<file path="src/verilog/clie_pkg.sv">
package clie_pkg;

    // ************************************************************
    // register bus map
    // ************************************************************
    localparam logic [7:0] CFG_OFS = 8'h00;
    localparam logic [7:0] STATUS_OFS = 8'h04;
    localparam logic [7:0] SHIFT_OFS = 8'h08;
    localparam int CFG_SER_BIT = 0;
    localparam logic [1:0] HTRANS_NONSEQ = 2'h2;

    // ************************************************************
    // execution timing, in oscillator cycles
    // ************************************************************
    localparam logic [7:0] EXEC_CYC = 8'h03;
    localparam logic [7:0] CLEAR_CYC = 8'ha5;
    localparam int BLINK_PERIOD_MS = 1000;
    localparam int NOM_OSC_KHZ = 150;
    localparam int BLINK_OSC_CYC = BLINK_PERIOD_MS * NOM_OSC_KHZ;

    // ************************************************************
    // memories and contents
    // ************************************************************
    localparam int TEXT_AW = 7;
    localparam int TEXT_DW = 8;
    localparam int GLYPH_AW = 6;
    localparam int GLYPH_DW = 5;
    localparam logic [7:0] TEXT_FILL = 8'h20;
    localparam logic [6:0] FILL_LAST = 7'h7f;

    // ************************************************************
    // line geometry
    // ************************************************************
    localparam logic [5:0] LAST_COL_2L = 6'h27;
    localparam logic [4:0] LAST_COL_4L = 5'h13;
    localparam logic [5:0] LINE_LEN_2L = 6'h28;
    localparam logic [5:0] LINE_LEN_4L = 6'h14;

    // ************************************************************
    // parallel port lanes
    // ************************************************************
    localparam logic [7:0] LANES_ALL = 8'hff;
    localparam logic [7:0] LANES_HI = 8'hf0;

    // serial framing, gray along ctrl -> one -> stream
    typedef enum logic [1:0] {
        FR_CTRL = 2'h0,
        FR_ONE = 2'h1,
        FR_STREAM = 2'h3
    } clie_frame_t;

endpackage

</file>
<file path="src/verilog/clie_engine.sv">
`timescale 1ns/1ps
// Notes on behaviour
// - serial mode forces 8-bit; control byte framing
// - continuation bit picks one-data or stream
// - pointer steps by one after data access
// - glyph access hides cursor and blink
// - shift-on-write shifts display on text writes
// - display off keeps text ram intact
// - cursor is underline, entry mode still runs
// - blink alternates, period scales with oscillator
// - cursor shift carries into next line
// - display shift leaves pointer, lines move together
// - selector picks cursor/display, direction left/right
// - bus width bit; serial cannot clear it
// - 4-bit transfers use two strobes, high first
// - line bits select format and mux rate
// - glyph address set loads low six bits
// - text address set loads full pointer
// - line base addresses per display format
// - status gives busy and pointer; busy ignores
// - glyph writes keep low five bits
// - data read steps pointer, reloads latch
// - only address sets and reads touch latch
// - last address set picks read target; home and clear pick text
// - clear fills spaces, homes, forces increment
// - clear busy 165 cycles, others 3
module clie_engine
    import clie_pkg::*;
#(
    parameter int BLINK_CYC = BLINK_OSC_CYC
) (
    input wire logic ref_clk,
    input wire logic rst,
    input wire logic ce,
    input wire logic hsel,
    input wire logic [31:0] haddr,
    input wire logic [1:0] htrans,
    input wire logic hwrite,
    input wire logic [2:0] hsize,
    input wire logic [31:0] hwdata,
    input wire logic hready,
    output logic [31:0] hrdata,
    output logic hreadyout,
    output logic hresp,
    input wire logic e,
    input wire logic reg_select,
    input wire logic host_read,
    input wire logic [7:0] db_in,
    output logic [7:0] db_out,
    output logic [7:0] db_oe,
    input wire logic ser_start,
    input wire logic ser_valid,
    input wire logic [7:0] ser_byte,
    input wire logic ser_rd_req,
    output logic [7:0] ser_rd_data,
    output logic ser_rd_valid,
    output logic busy_flag,
    output logic [6:0] ram_pointer,
    output logic disp_on,
    output logic cursor_on,
    output logic blink_on,
    output logic blink_phase,
    output logic [5:0] disp_shift,
    output logic [1:0] line_mode,
    output logic mux_32
);
    // ************************************************************
    // state
    // ************************************************************
    logic [6:0] ptr_q, ptr_d;
    logic id_q, id_d, s_q, s_d, d_q, d_d, c_q, c_d, b_q, b_d;
    logic dl_q, dl_d, n_q, n_d, m_q, m_d, glyph_q, glyph_d;
    logic [5:0] shift_q, shift_d;
    logic [7:0] busy_q, busy_d;
    logic clr_q, clr_d;
    logic [6:0] fill_q;
    logic reload_q, reload_d, reload2_q;
    logic [7:0] latch_q;
    logic ser_sel_q;
    logic [31:0] blink_cnt_q;
    logic blink_q;

    // ************************************************************
    // register bus slave, zero wait states
    // ************************************************************
    logic ahb_go, cfg_wr_q;
    logic [31:0] hrdata_q;
    logic [31:0] rd_mux;
    logic [31:0] status_word;
    assign ahb_go = hsel & hready & (htrans == HTRANS_NONSEQ) & ce;
    assign status_word = {14'h0, ser_sel_q, n_q, m_q, dl_q, b_q, c_q, d_q, s_q, id_q,
                          glyph_q, busy_flag, ptr_q};
    assign rd_mux = (haddr[7:0] == CFG_OFS) ? {31'h0, ser_sel_q} :
                    (haddr[7:0] == STATUS_OFS) ? status_word :
                    (haddr[7:0] == SHIFT_OFS) ? {26'h0, shift_q} : 32'h0;
    assign hrdata = hrdata_q;
    assign hreadyout = ce;
    assign hresp = 1'b0;

    always_ff @(posedge ref_clk or posedge rst)
    begin
        if (rst)
        begin
            cfg_wr_q <= 1'b0;
            hrdata_q <= 32'h0;
            ser_sel_q <= 1'b0;
        end
        else if (ce)
        begin
            cfg_wr_q <= ahb_go & hwrite & (haddr[7:0] == CFG_OFS);
            hrdata_q <= (ahb_go & ~hwrite) ? rd_mux : 32'h0;
            if (cfg_wr_q)
            begin
                ser_sel_q <= hwdata[CFG_SER_BIT];
            end
        end
    end

    // ************************************************************
    // parallel port: strobe sampling and nibble pairing
    // ************************************************************
    logic e_q, nib_q, cap_rs_q, cap_rd_q, par_fall, par_go;
    logic [7:0] cap_db_q;
    logic [3:0] hi_q;
    logic [7:0] rd_byte, par_byte;
    assign par_fall = e_q & ~e & ~ser_sel_q;
    assign par_go = par_fall & (dl_q | nib_q);
    assign par_byte = dl_q ? cap_db_q : {hi_q, cap_db_q[7:4]};
    assign rd_byte = reg_select ? latch_q : {busy_flag, ptr_q};

    always_ff @(posedge ref_clk or posedge rst)
    begin
        if (rst)
        begin
            e_q <= 1'b0;
            nib_q <= 1'b0;
            hi_q <= 4'h0;
            cap_db_q <= 8'h0;
            cap_rs_q <= 1'b0;
            cap_rd_q <= 1'b0;
            db_out <= 8'h0;
            db_oe <= 8'h0;
        end
        else if (ce)
        begin
            e_q <= e;
            if (e)
            begin
                cap_db_q <= db_in;
                cap_rs_q <= reg_select;
                cap_rd_q <= host_read;
            end
            if (par_fall & ~dl_q)
            begin
                nib_q <= ~nib_q;
                hi_q <= cap_db_q[7:4];
            end
            // lower lanes stay undriven in 4-bit mode, the pull-ups own them
            db_oe <= (e & host_read & ~ser_sel_q) ? (dl_q ? LANES_ALL : LANES_HI) : 8'h0;
            db_out <= dl_q ? rd_byte :
                      (nib_q ? {rd_byte[3:0], 4'h0} : {rd_byte[7:4], 4'h0});
        end
    end

    // ************************************************************
    // serial framing of control and data bytes
    // ************************************************************
    clie_frame_t frame_q;
    logic ser_rs_q, ser_rd_q, ser_in, ser_data, ser_go;
    assign ser_in = ser_valid & ser_sel_q;
    assign ser_data = ser_in & (frame_q != FR_CTRL);
    assign ser_go = ser_data | (ser_rd_req & ser_sel_q & ser_rd_q);

    always_ff @(posedge ref_clk or posedge rst)
    begin
        if (rst)
        begin
            frame_q <= FR_CTRL;
            ser_rs_q <= 1'b0;
            ser_rd_q <= 1'b0;
            ser_rd_data <= 8'h0;
            ser_rd_valid <= 1'b0;
        end
        else if (ce)
        begin
            ser_rd_valid <= ser_rd_req & ser_sel_q & ser_rd_q;
            if (ser_rd_req & ser_sel_q & ser_rd_q)
            begin
                ser_rd_data <= ser_rs_q ? latch_q : {busy_flag, ptr_q};
            end
            if (ser_start)
            begin
                frame_q <= FR_CTRL;
            end
            else if (ser_in)
            begin
                unique case (frame_q)
                    FR_CTRL:
                    begin
                        ser_rs_q <= ser_byte[6];
                        ser_rd_q <= ser_byte[5];
                        frame_q <= ser_byte[7] ? FR_ONE : FR_STREAM;
                    end
                    FR_ONE: frame_q <= FR_CTRL;
                    FR_STREAM: frame_q <= FR_STREAM;
                    default: frame_q <= FR_CTRL;
                endcase
            end
        end
    end

    // ************************************************************
    // command merge and decode
    // ************************************************************
    logic cmd_go, cmd_rs, cmd_rd, cmd_ser, busy, go_exec;
    logic [7:0] cmd_b;
    logic is_clear, is_home, is_entry, is_disp, is_shift, is_func, is_gaddr, is_taddr;
    assign cmd_go = par_go | ser_go;
    assign cmd_ser = ser_go;
    assign cmd_rs = ser_go ? ser_rs_q : cap_rs_q;
    assign cmd_rd = ser_go ? ser_rd_q : cap_rd_q;
    assign cmd_b = ser_go ? ser_byte : par_byte;
    assign busy = (busy_q != 8'h0);
    // status reads and no-ops never start execution
    assign go_exec = cmd_go & ~busy & (cmd_rs | ~cmd_rd) & (cmd_rs | (cmd_b != 8'h0));
    assign is_taddr = cmd_b[7];
    assign is_gaddr = (cmd_b[7:6] == 2'h1);
    assign is_func = (cmd_b[7:5] == 3'h1);
    assign is_shift = (cmd_b[7:4] == 4'h1);
    assign is_disp = (cmd_b[7:3] == 5'h01);
    assign is_entry = (cmd_b[7:2] == 6'h01);
    assign is_home = (cmd_b[7:1] == 7'h01);
    assign is_clear = (cmd_b == 8'h01);

    // ************************************************************
    // pointer and shift arithmetic
    // ************************************************************
    logic [6:0] ptr_auto, ptr_right, ptr_left;
    logic [5:0] len, shift_l, shift_r, shift_w;
    assign ptr_auto = id_q ? ptr_q + 7'h01 : ptr_q - 7'h01;
    // line bases 00/40 for two lines, 00/20/40/60 for four
    assign ptr_right = m_q ?
        ((ptr_q[4:0] == LAST_COL_4L) ? {ptr_q[6:5] + 2'h1, 5'h0} : ptr_q + 7'h01) :
        ((ptr_q[5:0] == LAST_COL_2L) ? {~ptr_q[6], 6'h0} : ptr_q + 7'h01);
    assign ptr_left = m_q ?
        ((ptr_q[4:0] == 5'h0) ? {ptr_q[6:5] - 2'h1, LAST_COL_4L} : ptr_q - 7'h01) :
        ((ptr_q[5:0] == 6'h0) ? {~ptr_q[6], LAST_COL_2L} : ptr_q - 7'h01);
    // one offset for all lines, so nothing spills into a neighbour line
    assign len = m_q ? LINE_LEN_4L : LINE_LEN_2L;
    assign shift_l = (shift_q >= len - 6'h1) ? 6'h0 : shift_q + 6'h1;
    assign shift_r = (shift_q == 6'h0) ? len - 6'h1 : shift_q - 6'h1;
    assign shift_w = id_q ? shift_l : shift_r;

    // ************************************************************
    // instruction execution
    // ************************************************************
    always_comb
    begin
        ptr_d = ptr_q;
        {id_d, s_d, d_d, c_d, b_d} = {id_q, s_q, d_q, c_q, b_q};
        {dl_d, n_d, m_d, glyph_d} = {dl_q, n_q, m_q, glyph_q};
        shift_d = shift_q;
        busy_d = busy ? busy_q - 8'h01 : busy_q;
        clr_d = clr_q & (fill_q != FILL_LAST);
        reload_d = 1'b0;
        if (go_exec)
        begin
            busy_d = EXEC_CYC;
            if (cmd_rs)
            begin
                ptr_d = ptr_auto;
                reload_d = cmd_rd;
                if (~cmd_rd & ~glyph_q & s_q)
                begin
                    shift_d = shift_w;
                end
            end
            else if (is_taddr)
            begin
                ptr_d = cmd_b[6:0];
                glyph_d = 1'b0;
                reload_d = 1'b1;
            end
            else if (is_gaddr)
            begin
                ptr_d = {ptr_q[6], cmd_b[5:0]};
                glyph_d = 1'b1;
                reload_d = 1'b1;
            end
            else if (is_func)
            begin
                dl_d = cmd_ser ? 1'b1 : cmd_b[4];
                n_d = cmd_b[3];
                m_d = cmd_b[2];
            end
            else if (is_shift)
            begin
                if (cmd_b[3])
                begin
                    shift_d = cmd_b[2] ? shift_r : shift_l;
                end
                else
                begin
                    ptr_d = cmd_b[2] ? ptr_right : ptr_left;
                end
            end
            else if (is_disp)
            begin
                {d_d, c_d, b_d} = cmd_b[2:0];
            end
            else if (is_entry)
            begin
                {id_d, s_d} = cmd_b[1:0];
            end
            else if (is_home | is_clear)
            begin
                ptr_d = 7'h0;
                shift_d = 6'h0;
                glyph_d = 1'b0;
                if (is_clear)
                begin
                    id_d = 1'b1;
                    clr_d = 1'b1;
                    busy_d = CLEAR_CYC;
                end
            end
        end
    end

    always_ff @(posedge ref_clk or posedge rst)
    begin
        if (rst)
        begin
            ptr_q <= 7'h0;
            {id_q, s_q, d_q, c_q, b_q} <= 5'h10;
            {dl_q, n_q, m_q, glyph_q} <= 4'h8;
            shift_q <= 6'h0;
            busy_q <= 8'h0;
            clr_q <= 1'b0;
            fill_q <= 7'h0;
            reload_q <= 1'b0;
            reload2_q <= 1'b0;
        end
        else if (ce)
        begin
            ptr_q <= ptr_d;
            {id_q, s_q, d_q, c_q, b_q} <= {id_d, s_d, d_d, c_d, b_d};
            {dl_q, n_q, m_q, glyph_q} <= {dl_d, n_d, m_d, glyph_d};
            shift_q <= shift_d;
            busy_q <= busy_d;
            clr_q <= clr_d;
            fill_q <= clr_q ? fill_q + 7'h01 : 7'h0;
            reload_q <= reload_d;
            reload2_q <= reload_q;
        end
    end

    // ************************************************************
    // text and glyph memories, read prefetch latch
    // ************************************************************
    logic wr_data, text_we, glyph_we;
    logic [7:0] text_rd;
    logic [4:0] glyph_rd;
    assign wr_data = go_exec & cmd_rs & ~cmd_rd;
    assign text_we = (wr_data & ~glyph_q) | clr_q;
    assign glyph_we = wr_data & glyph_q;

    clie_ram #(.AW(TEXT_AW), .DW(TEXT_DW)) u_text_ram (
        .ref_clk(ref_clk),
        .ce(ce),
        .we(text_we),
        .addr(clr_q ? fill_q : ptr_q),
        .wdata(clr_q ? TEXT_FILL : cmd_b),
        .rdata(text_rd)
    );

    clie_ram #(.AW(GLYPH_AW), .DW(GLYPH_DW)) u_glyph_ram (
        .ref_clk(ref_clk),
        .ce(ce),
        .we(glyph_we),
        .addr(ptr_q[5:0]),
        .wdata(cmd_b[4:0]),
        .rdata(glyph_rd)
    );

    always_ff @(posedge ref_clk or posedge rst)
    begin
        if (rst)
        begin
            latch_q <= 8'h0;
        end
        else if (ce & reload2_q)
        begin
            latch_q <= glyph_q ? {3'h0, glyph_rd} : text_rd;
        end
    end

    // ************************************************************
    // display state outputs and blink timer
    // ************************************************************
    always_ff @(posedge ref_clk or posedge rst)
    begin
        if (rst)
        begin
            blink_cnt_q <= 32'h0;
            blink_q <= 1'b0;
        end
        else if (ce)
        begin
            // half period per phase; ref_clk stands in for the oscillator
            if (blink_cnt_q >= 32'(BLINK_CYC / 2 - 1))
            begin
                blink_cnt_q <= 32'h0;
                blink_q <= ~blink_q;
            end
            else
            begin
                blink_cnt_q <= blink_cnt_q + 32'h1;
            end
        end
    end

    assign busy_flag = busy;
    assign ram_pointer = ptr_q;
    assign disp_on = d_q;
    assign cursor_on = d_q & c_q & ~glyph_q;
    assign blink_on = d_q & b_q & ~glyph_q;
    assign blink_phase = blink_q;
    assign disp_shift = shift_q;
    assign line_mode = {m_q, n_q};
    assign mux_32 = n_q;
endmodule // clie_engine

</file>
<file path="src/verilog/clie_ram.sv">
`timescale 1ns/1ps
module clie_ram #(
    parameter int AW = 7,
    parameter int DW = 8
) (
    input wire logic ref_clk,
    input wire logic ce,
    input wire logic we,
    input wire logic [AW-1:0] addr,
    input wire logic [DW-1:0] wdata,
    output logic [DW-1:0] rdata
);
    // ************************************************************
    // storage, registered read
    // ************************************************************
    logic [DW-1:0] mem [0:(1<<AW)-1];

    always_ff @(posedge ref_clk)
    begin
        if (ce)
        begin
            if (we)
            begin
                mem[addr] <= wdata;
            end
            rdata <= mem[addr];
        end
    end
endmodule // clie_ram

</file>
<file path="config.mk">
export PLATFORM = sky130hd
export DESIGN_NAME = clie_engine
export DESIGN_NICKNAME = d
export VERILOG_FILES = /design/src/verilog/clie_pkg.sv /design/src/verilog/clie_engine.sv /design/src/verilog/clie_ram.sv
export SDC_FILE = /design/constraint.sdc
export NUM_CORES = 2
export LEC_CHECK = 0
export BUFFER_PORTS_ARGS = -buffer_cell sky130_fd_sc_hd__buf_2
export CAP_MARGIN = 20
export CORE_MARGIN = 4
export CORE_UTILIZATION = 35
export DETAILED_ROUTE_END_ITERATION = 8
export PLACE_DENSITY = 0.47
export SLEW_MARGIN = 20
export SYNTH_ARGS = -nofsm -noshare
export SYNTH_HDL_FRONTEND = slang
export SYNTH_SLANG_ARGS = --single-unit
</file>
<file path="constraint.sdc">
create_clock -name ref_clk -period 6.3 [get_ports ref_clk]
set_input_delay 0.315 -clock ref_clk [delete_from_list [all_inputs] [get_ports ref_clk]]
set_output_delay 0.315 -clock ref_clk [all_outputs]
set_load 0.05 [all_outputs]
</file>
-- Yosys cells after proc, flatten, opt, wreduce, memory -nomap -nowiden
Memories as Yosys holds them, arrays and structs flattened. A register that Yosys moved wholly into a read port is not among the register bits.
Cells that the tools add are included.
- $add $sub $neg: 10
- order comparisons: 2
- equality and inequality tests: 34
- muxes and demuxes: 97
- bitwise operators: 55
- reductions and logical operators: 32
- operators with widths (operator ; count):
    2-to-1 mux 8 bit ; 20
    2-to-1 mux 7 bit ; 19
    2-to-1 mux 6 bit ; 16
    2-to-1 mux 18 bit ; 3
    2-to-1 mux 1 bit ; 33
    adder 32 x 1 -> 32 bit, second input constant ; 1
    >= comparator 32 x 17 -> 1 bit, second input constant ; 1
    2-to-1 mux 32 bit ; 1
    AND 1 bit ; 31
    AND reduction 8 bit ; 3
    AND reduction 10 bit ; 2
    inequality test 3 x 2 -> 1 bit, second input constant ; 6
    NOT 1 bit ; 17
    nonzero test 8 bit ; 2
    adder 7 x 1 -> 7 bit, second input constant ; 2
    AND reduction 2 bit ; 7
    logical NOT 6 bit ; 2
    inequality test 4 x 3 -> 1 bit, second input constant ; 3
    subtractor 6 x 1 -> 6 bit, second input constant ; 2
    inequality test 5 x 3 -> 1 bit, second input constant ; 2
    nonzero test 2 bit ; 5
    inequality test 3 bit, second input constant ; 3
    AND reduction 9 bit ; 1
    == test 8 x 1 -> 1 bit, second input constant ; 1
    35 further kinds ; 47
- register bits: 160
- RAM bits: 1344
- input bits: 97
- output and inout bits: 80
- word-level logic and storage cells: 268
- memories kept: 2
- memories (memory ; depth ; bits a word ; rd ports ; clocked after Yosys merged registers in ; write ports ; line ; source):
    u_text_ram.mem ; 128 ; 8 ; 1 ; 1 ; 1 ; clie_ram.sv:16 ; logic [DW-1:0] mem [0:(1<<AW)-1];
    u_glyph_ram.mem ; 64 ; 5 ; 1 ; 1 ; 1 ; clie_ram.sv:16 ;

-- Logic depth before layout (Yosys ltp)
- depth after elaboration: 15
- gate-level depth with buffers: 13
- gate-level depth less buffers: 10

-- Modules after synthesis
Synthesis repeated with hierarchy kept, for this count alone.
- cell total of the unflattened synthesis: 4150
- area, all modules: 61590.3 um^2
- by module, submodules not included (module ; times used ; cells each ; area each (um^2) ; seq. area each (um^2)):
    clie_ram at u_text_ram ; 1 ; 2464 ; 40293.6 ; 30989.7
    clie_ram at u_glyph_ram ; 1 ; 763 ; 12742.2 ; 9759.4
    clie_engine ; 1 ; 923 ; 8554.5 ; 3505.9

-- Worst setup path before layout
No wires, ideal clock.
- path kind: register to register
- start: register frame_q[0]
- end: memory u_text_ram.mem[0][2], data pin
- setup time: 0.798 ns
- arrival time: 4.682 ns
- data required time: 5.502 ns
- path slack: 0.821 ns
- stages on the path, launching flop included: 10
- buffers on the path: 3
- period minus slack after synthesis: 5.479 ns
- cell sequence: dfrtp_1 > inv_1 > ha_1 > nor2b_1 > clkbuf_1 > o21ai_1 > buf_2 > mux2i_1 > clkbuf_1 > nor2_1
- longest elaborated chain between the ends: 5
- ends and longest elaborated chain (what ; line ; source):
    start: declaration ; clie_engine.sv:168 ; clie_frame_t frame_q;
    start signal: assignment ; clie_engine.sv:202 ; frame_q <= ser_byte[7] ? FR_ONE : FR_STREAM;
    nonzero test 2 bit ; clie_engine.sv:171 ; assign ser_data = ser_in & (frame_q != FR_CTRL);
    AND 1 bit ; clie_engine.sv:171 ;
    OR 1 bit ; clie_engine.sv:172 ; assign ser_go = ser_data | (ser_rd_req & ser_sel_q & ser_rd_q);
    2-to-1 mux 8 bit ; clie_engine.sv:222 ; assign cmd_b = ser_go ? ser_byte : par_byte;
    2-to-1 mux 8 bit ; clie_engine.sv:373 ; .wdata(clr_q ? TEXT_FILL : cmd_b),
    via u_text_ram.wdata[2] ; clie_ram.sv:10 ; input wire logic [DW-1:0] wdata,
    end: declaration ; clie_ram.sv:16 ;
The timed path passes the listed nets, and every way through them passes these cells.

-- Worst setup path after layout
- start: register frame_q[0]
- end: memory u_text_ram.mem[88][4] (enable)
- longest elaborated chain between the ends: 15
- elaborated cells between the ends (all ways): 21
- those cells by class: mux (6); bitwise (13); reduce/logical (2)
- ends and longest elaborated chain (what ; line ; source):
    nonzero test 2 bit * ; clie_engine.sv:171 ;
    AND 1 bit * ; clie_engine.sv:171 ;
    OR 1 bit * ; clie_engine.sv:172 ;
    parallel branches: the longest is 6 deep, another holds 2-to-1 mux 8 bit ; -- ;
    AND 1 bit * ; clie_engine.sv:364 ; assign wr_data = go_exec & cmd_rs & ~cmd_rd;
    AND 1 bit * ; clie_engine.sv:365 ; assign text_we = (wr_data & ~glyph_q) | clr_q;
    OR 1 bit * ; clie_engine.sv:365 ;
    2-to-1 mux 1 bit * ; clie_ram.sv:22 ; if (we)
    2-to-1 mux 1 bit * ; clie_ram.sv:20 ; if (ce)
    2-to-1 mux 1 bit (implied by the code) * ; clie_ram.sv:24 ; mem[addr] <= wdata;
Mark *: on every way between the ends.

==> metrics <==
Leakage=0.02223 µW; top cells by count, synth=edfxtp_1, a22oi_1, nor2_1, nand2_1, o21ai_0; fin crit period=4934 ps; peak supply drop=0.2796 mV; DRT Wirelength=191.9 mm; crit-path cells=inv_1 > ha_1 > nor2b_1 > o21a_1 > o21ai_0 > or3_1 > a21oi_2 > nand2_1 > buf_4 > nor2_1; H-Tree Level Count=4; Finished Core Util=40.58%; routed vias/inst=5.745; first-pass GRT wire length=272.3 mm; Logic pwr share=17.8%; min-delay worst type=in2reg; total gr overflow=0; layout cells sized above 1=14.03%; clk root buf=clkbuf_16; # IOs=177; TritonRoute pass-1 iters=6; clk buf depth=3; clk sinks=1497; cell family with most CP delay=simple AND/OR/NAND/NOR gates; Seq pwr share=45.3%; pwr/cell area=367.3 nW/µm²; Reg area=44260 µm²; Multi-input gate area=13860 µm²; Post-CTS Setup Bufs=0; slowest cell on the critical path=nor2_1; residual DRC count=0; Num CTS Buffers=163; Mean Syn Cell Area=15.08 µm²; Req. time, crit path=6700 ps; crit start category=register; core area=167800 µm²; HPWL after DPL=117.1 mm; switch share=29.85%; clk_lat worst skew=810 ps; final setup violation count=0; Ys Warns=0; Cell variety after synth=82; Net Sw Power=7463 µW; Final #Nets=4204; Max transition margin=24.27%; Internal=17540 µW; CTS clk-pin slew, worst paths=60 ps; Synth Flop Type=edfxtp_1; Post-DRT Antenna Nets=0; sequential share of the synthesized area=74.62%; WP data arrival=5340 ps; Clock Power Share=37.0%; area grow syn2layout=14.81%; Worst Path Buf+Inv=2; Die Ht=419.6 µm; Maximum Capacitance Violations=0; ys async rst share=9.352%; dpl cells=6104; n_diodes=0; final hold vios=0; Routed wire per std cell=29.84 µm; vias in the first global route=35994; largest stage delay on the critical path=750 ps; Initial DRC Count=4237; area leader, netlist=edfxtp_1; largest net degree at the start of global routing=129; share of the synthesized area in the top cell type=68.71%; initial antenna violation count=4; RSZ-0062 raised after global routing=false; EDFF count, synth=1357; Slew Viols, Final=0; Worst Skew=31.14 ps; Initial Utilization=35.35%; GPL Wtd Cong=0.8331; total power=25010 µW; worst-path fanout max=10; Rows=150; worst-margin pin slew=1112 ps; status=complete, no violations; CP Class=reg2reg; register bit count reported by yosys=1497; GRT Util Overall=21.39%; via count=36941; Die ar.=176100 µm²; Buffers on Ports=103; CTS tree=yes; Final period util=78.32%; most frequent cell after synthesis=edfxtp_1; fillers=15485; Worst Setup End Kind=register; Post-Syn Area=59310 µm²; DIE WIDTH=419.6 µm; Max Clock Freq=202.7 MHz; Cells after Synth=3932; top post-synthesis cells by area=edfxtp_1, dfrtp_1, a22oi_1, nor2_1, o21ai_0; Cell Count, Final, Fillers Out=6430; setup TNS=0 ps
## worst reg2reg max path, stage by stage, from the launching register on
cell and delay [ps]:
dfrtp_1 380, inv_1 60, ha_1 210, nor2b_1 460, o21a_1 410, o21ai_0 170, or3_1 390, a21oi_2 590
nand2_1 670, buf_4 450, nor2_1 760
## logic make-up after synthesis
kind of cell,count (synthesis),synth area share [%]
buffers and inverters,324,2.439
multiplexers,131,2.513
XOR/XNOR,32,0.4725
AO/OA/AOI/OAI,1087,12.88
flip-flops,1497,74.62
adder cells (fa/ha/maj),13,0.2743
other,1,0.006323
AND/OR/NAND/NOR,847,6.793
## routing by layer
layer / GRT usage, % / up-vias / part of all wire (%)
met5: 0 / - / 0
met4: 6.379 / 0 / 2.8
met3: 4.083 / 270 / 6.8
met2: 33.78 / 1329 / 46
met1: 30.08 / 19381 / 44
li1: - / 15961 / -
## cells in the final DEF (no fill, tap or decap), types with 40 or more instances in the layout
cell / instances
buf_4: 117
dfrtp_1: 133
nor2_1: 300
a22oi_1: 356
a22o_1: 64
o21ai_0: 190
clkbuf_1: 41
a221oi_1: 60
mux2i_1: 55
edfxtp_1: 1357
a31oi_1: 101
nand2_1: 250
a21oi_1: 113
mux2_2: 65
inv_1: 40
buf_2: 103
clkbuf_16: 163
## stage by stage
stage	area (µm²)	setup slack, ps	hold WS, ps
5_1_grt	68090	1236	78.42
3_5_place_dp	62670	1487	460.7
2_1_floorplan	59360	820.9	427.5
6_report	68090	1366	61.98
3_3_place_gp	62670	1509	457.4
4_1_cts	68050	1443	1.365
## what timing repair did
item / in CTS / in global routing
resized for setup: 0 / 0
endpoints found under the setup margin: 0 / 0
hold buffers: 27 / 0
endpoints found under the hold margin: 125 / 0
## layout make-up
cell class,instances,share of cell area (%)
clock buffer,207,6.277
clock inverter,90,1.215
inverter,47,0.2664
multi-input combinational,2125,20.35
sequential,1497,65.01
tap,2204,4.050
timing repair buffer,260,2.830
## power groups by stage
stage	Sequential [µW]	Clock, µW	Combinational [µW]
after global placement	11500	0	4400
after CTS	11300	9420	4440
after floorplan	11400	0	2360
after global routing	11300	9860	4670
after detailed placement	11500	0	4410
final	11300	9250	4440
## state kept, by name, indices dropped and copies added (netlist names), 7 cells and up
| name | count |
|---|---|
| u_text_ram.mem | 1024 |
| u_text_ram.rdata | 8 |
| cap_db_q | 8 |
| fill_q | 7 |
| blink_cnt_q | 32 |
| latch_q | 8 |
| busy_q | 8 |
| ram_pointer | 7 |
| db_out | 8 |
| u_glyph_ram.mem | 320 |
| hrdata | 18 |
| ser_rd_data | 8 |
## final timing paths
kind                              from                    end  slack, ps  cells after the start
min in group asynchronous          rst              hrdata[7]         80                      3
setup reg to reg            frame_q[0]  u_text_ram.mem[88][4]       1370                     10
hold / removal             ser_byte[3]                   id_q         60                      4
hold reg to reg            blink_phase            blink_phase        470                      1
setup / recovery            frame_q[0]  u_text_ram.mem[88][4]       1370                     10
max in group asynchronous          rst         ram_pointer[1]       4960                      5
Note: power is estimated with default switching activity, not from simulation.
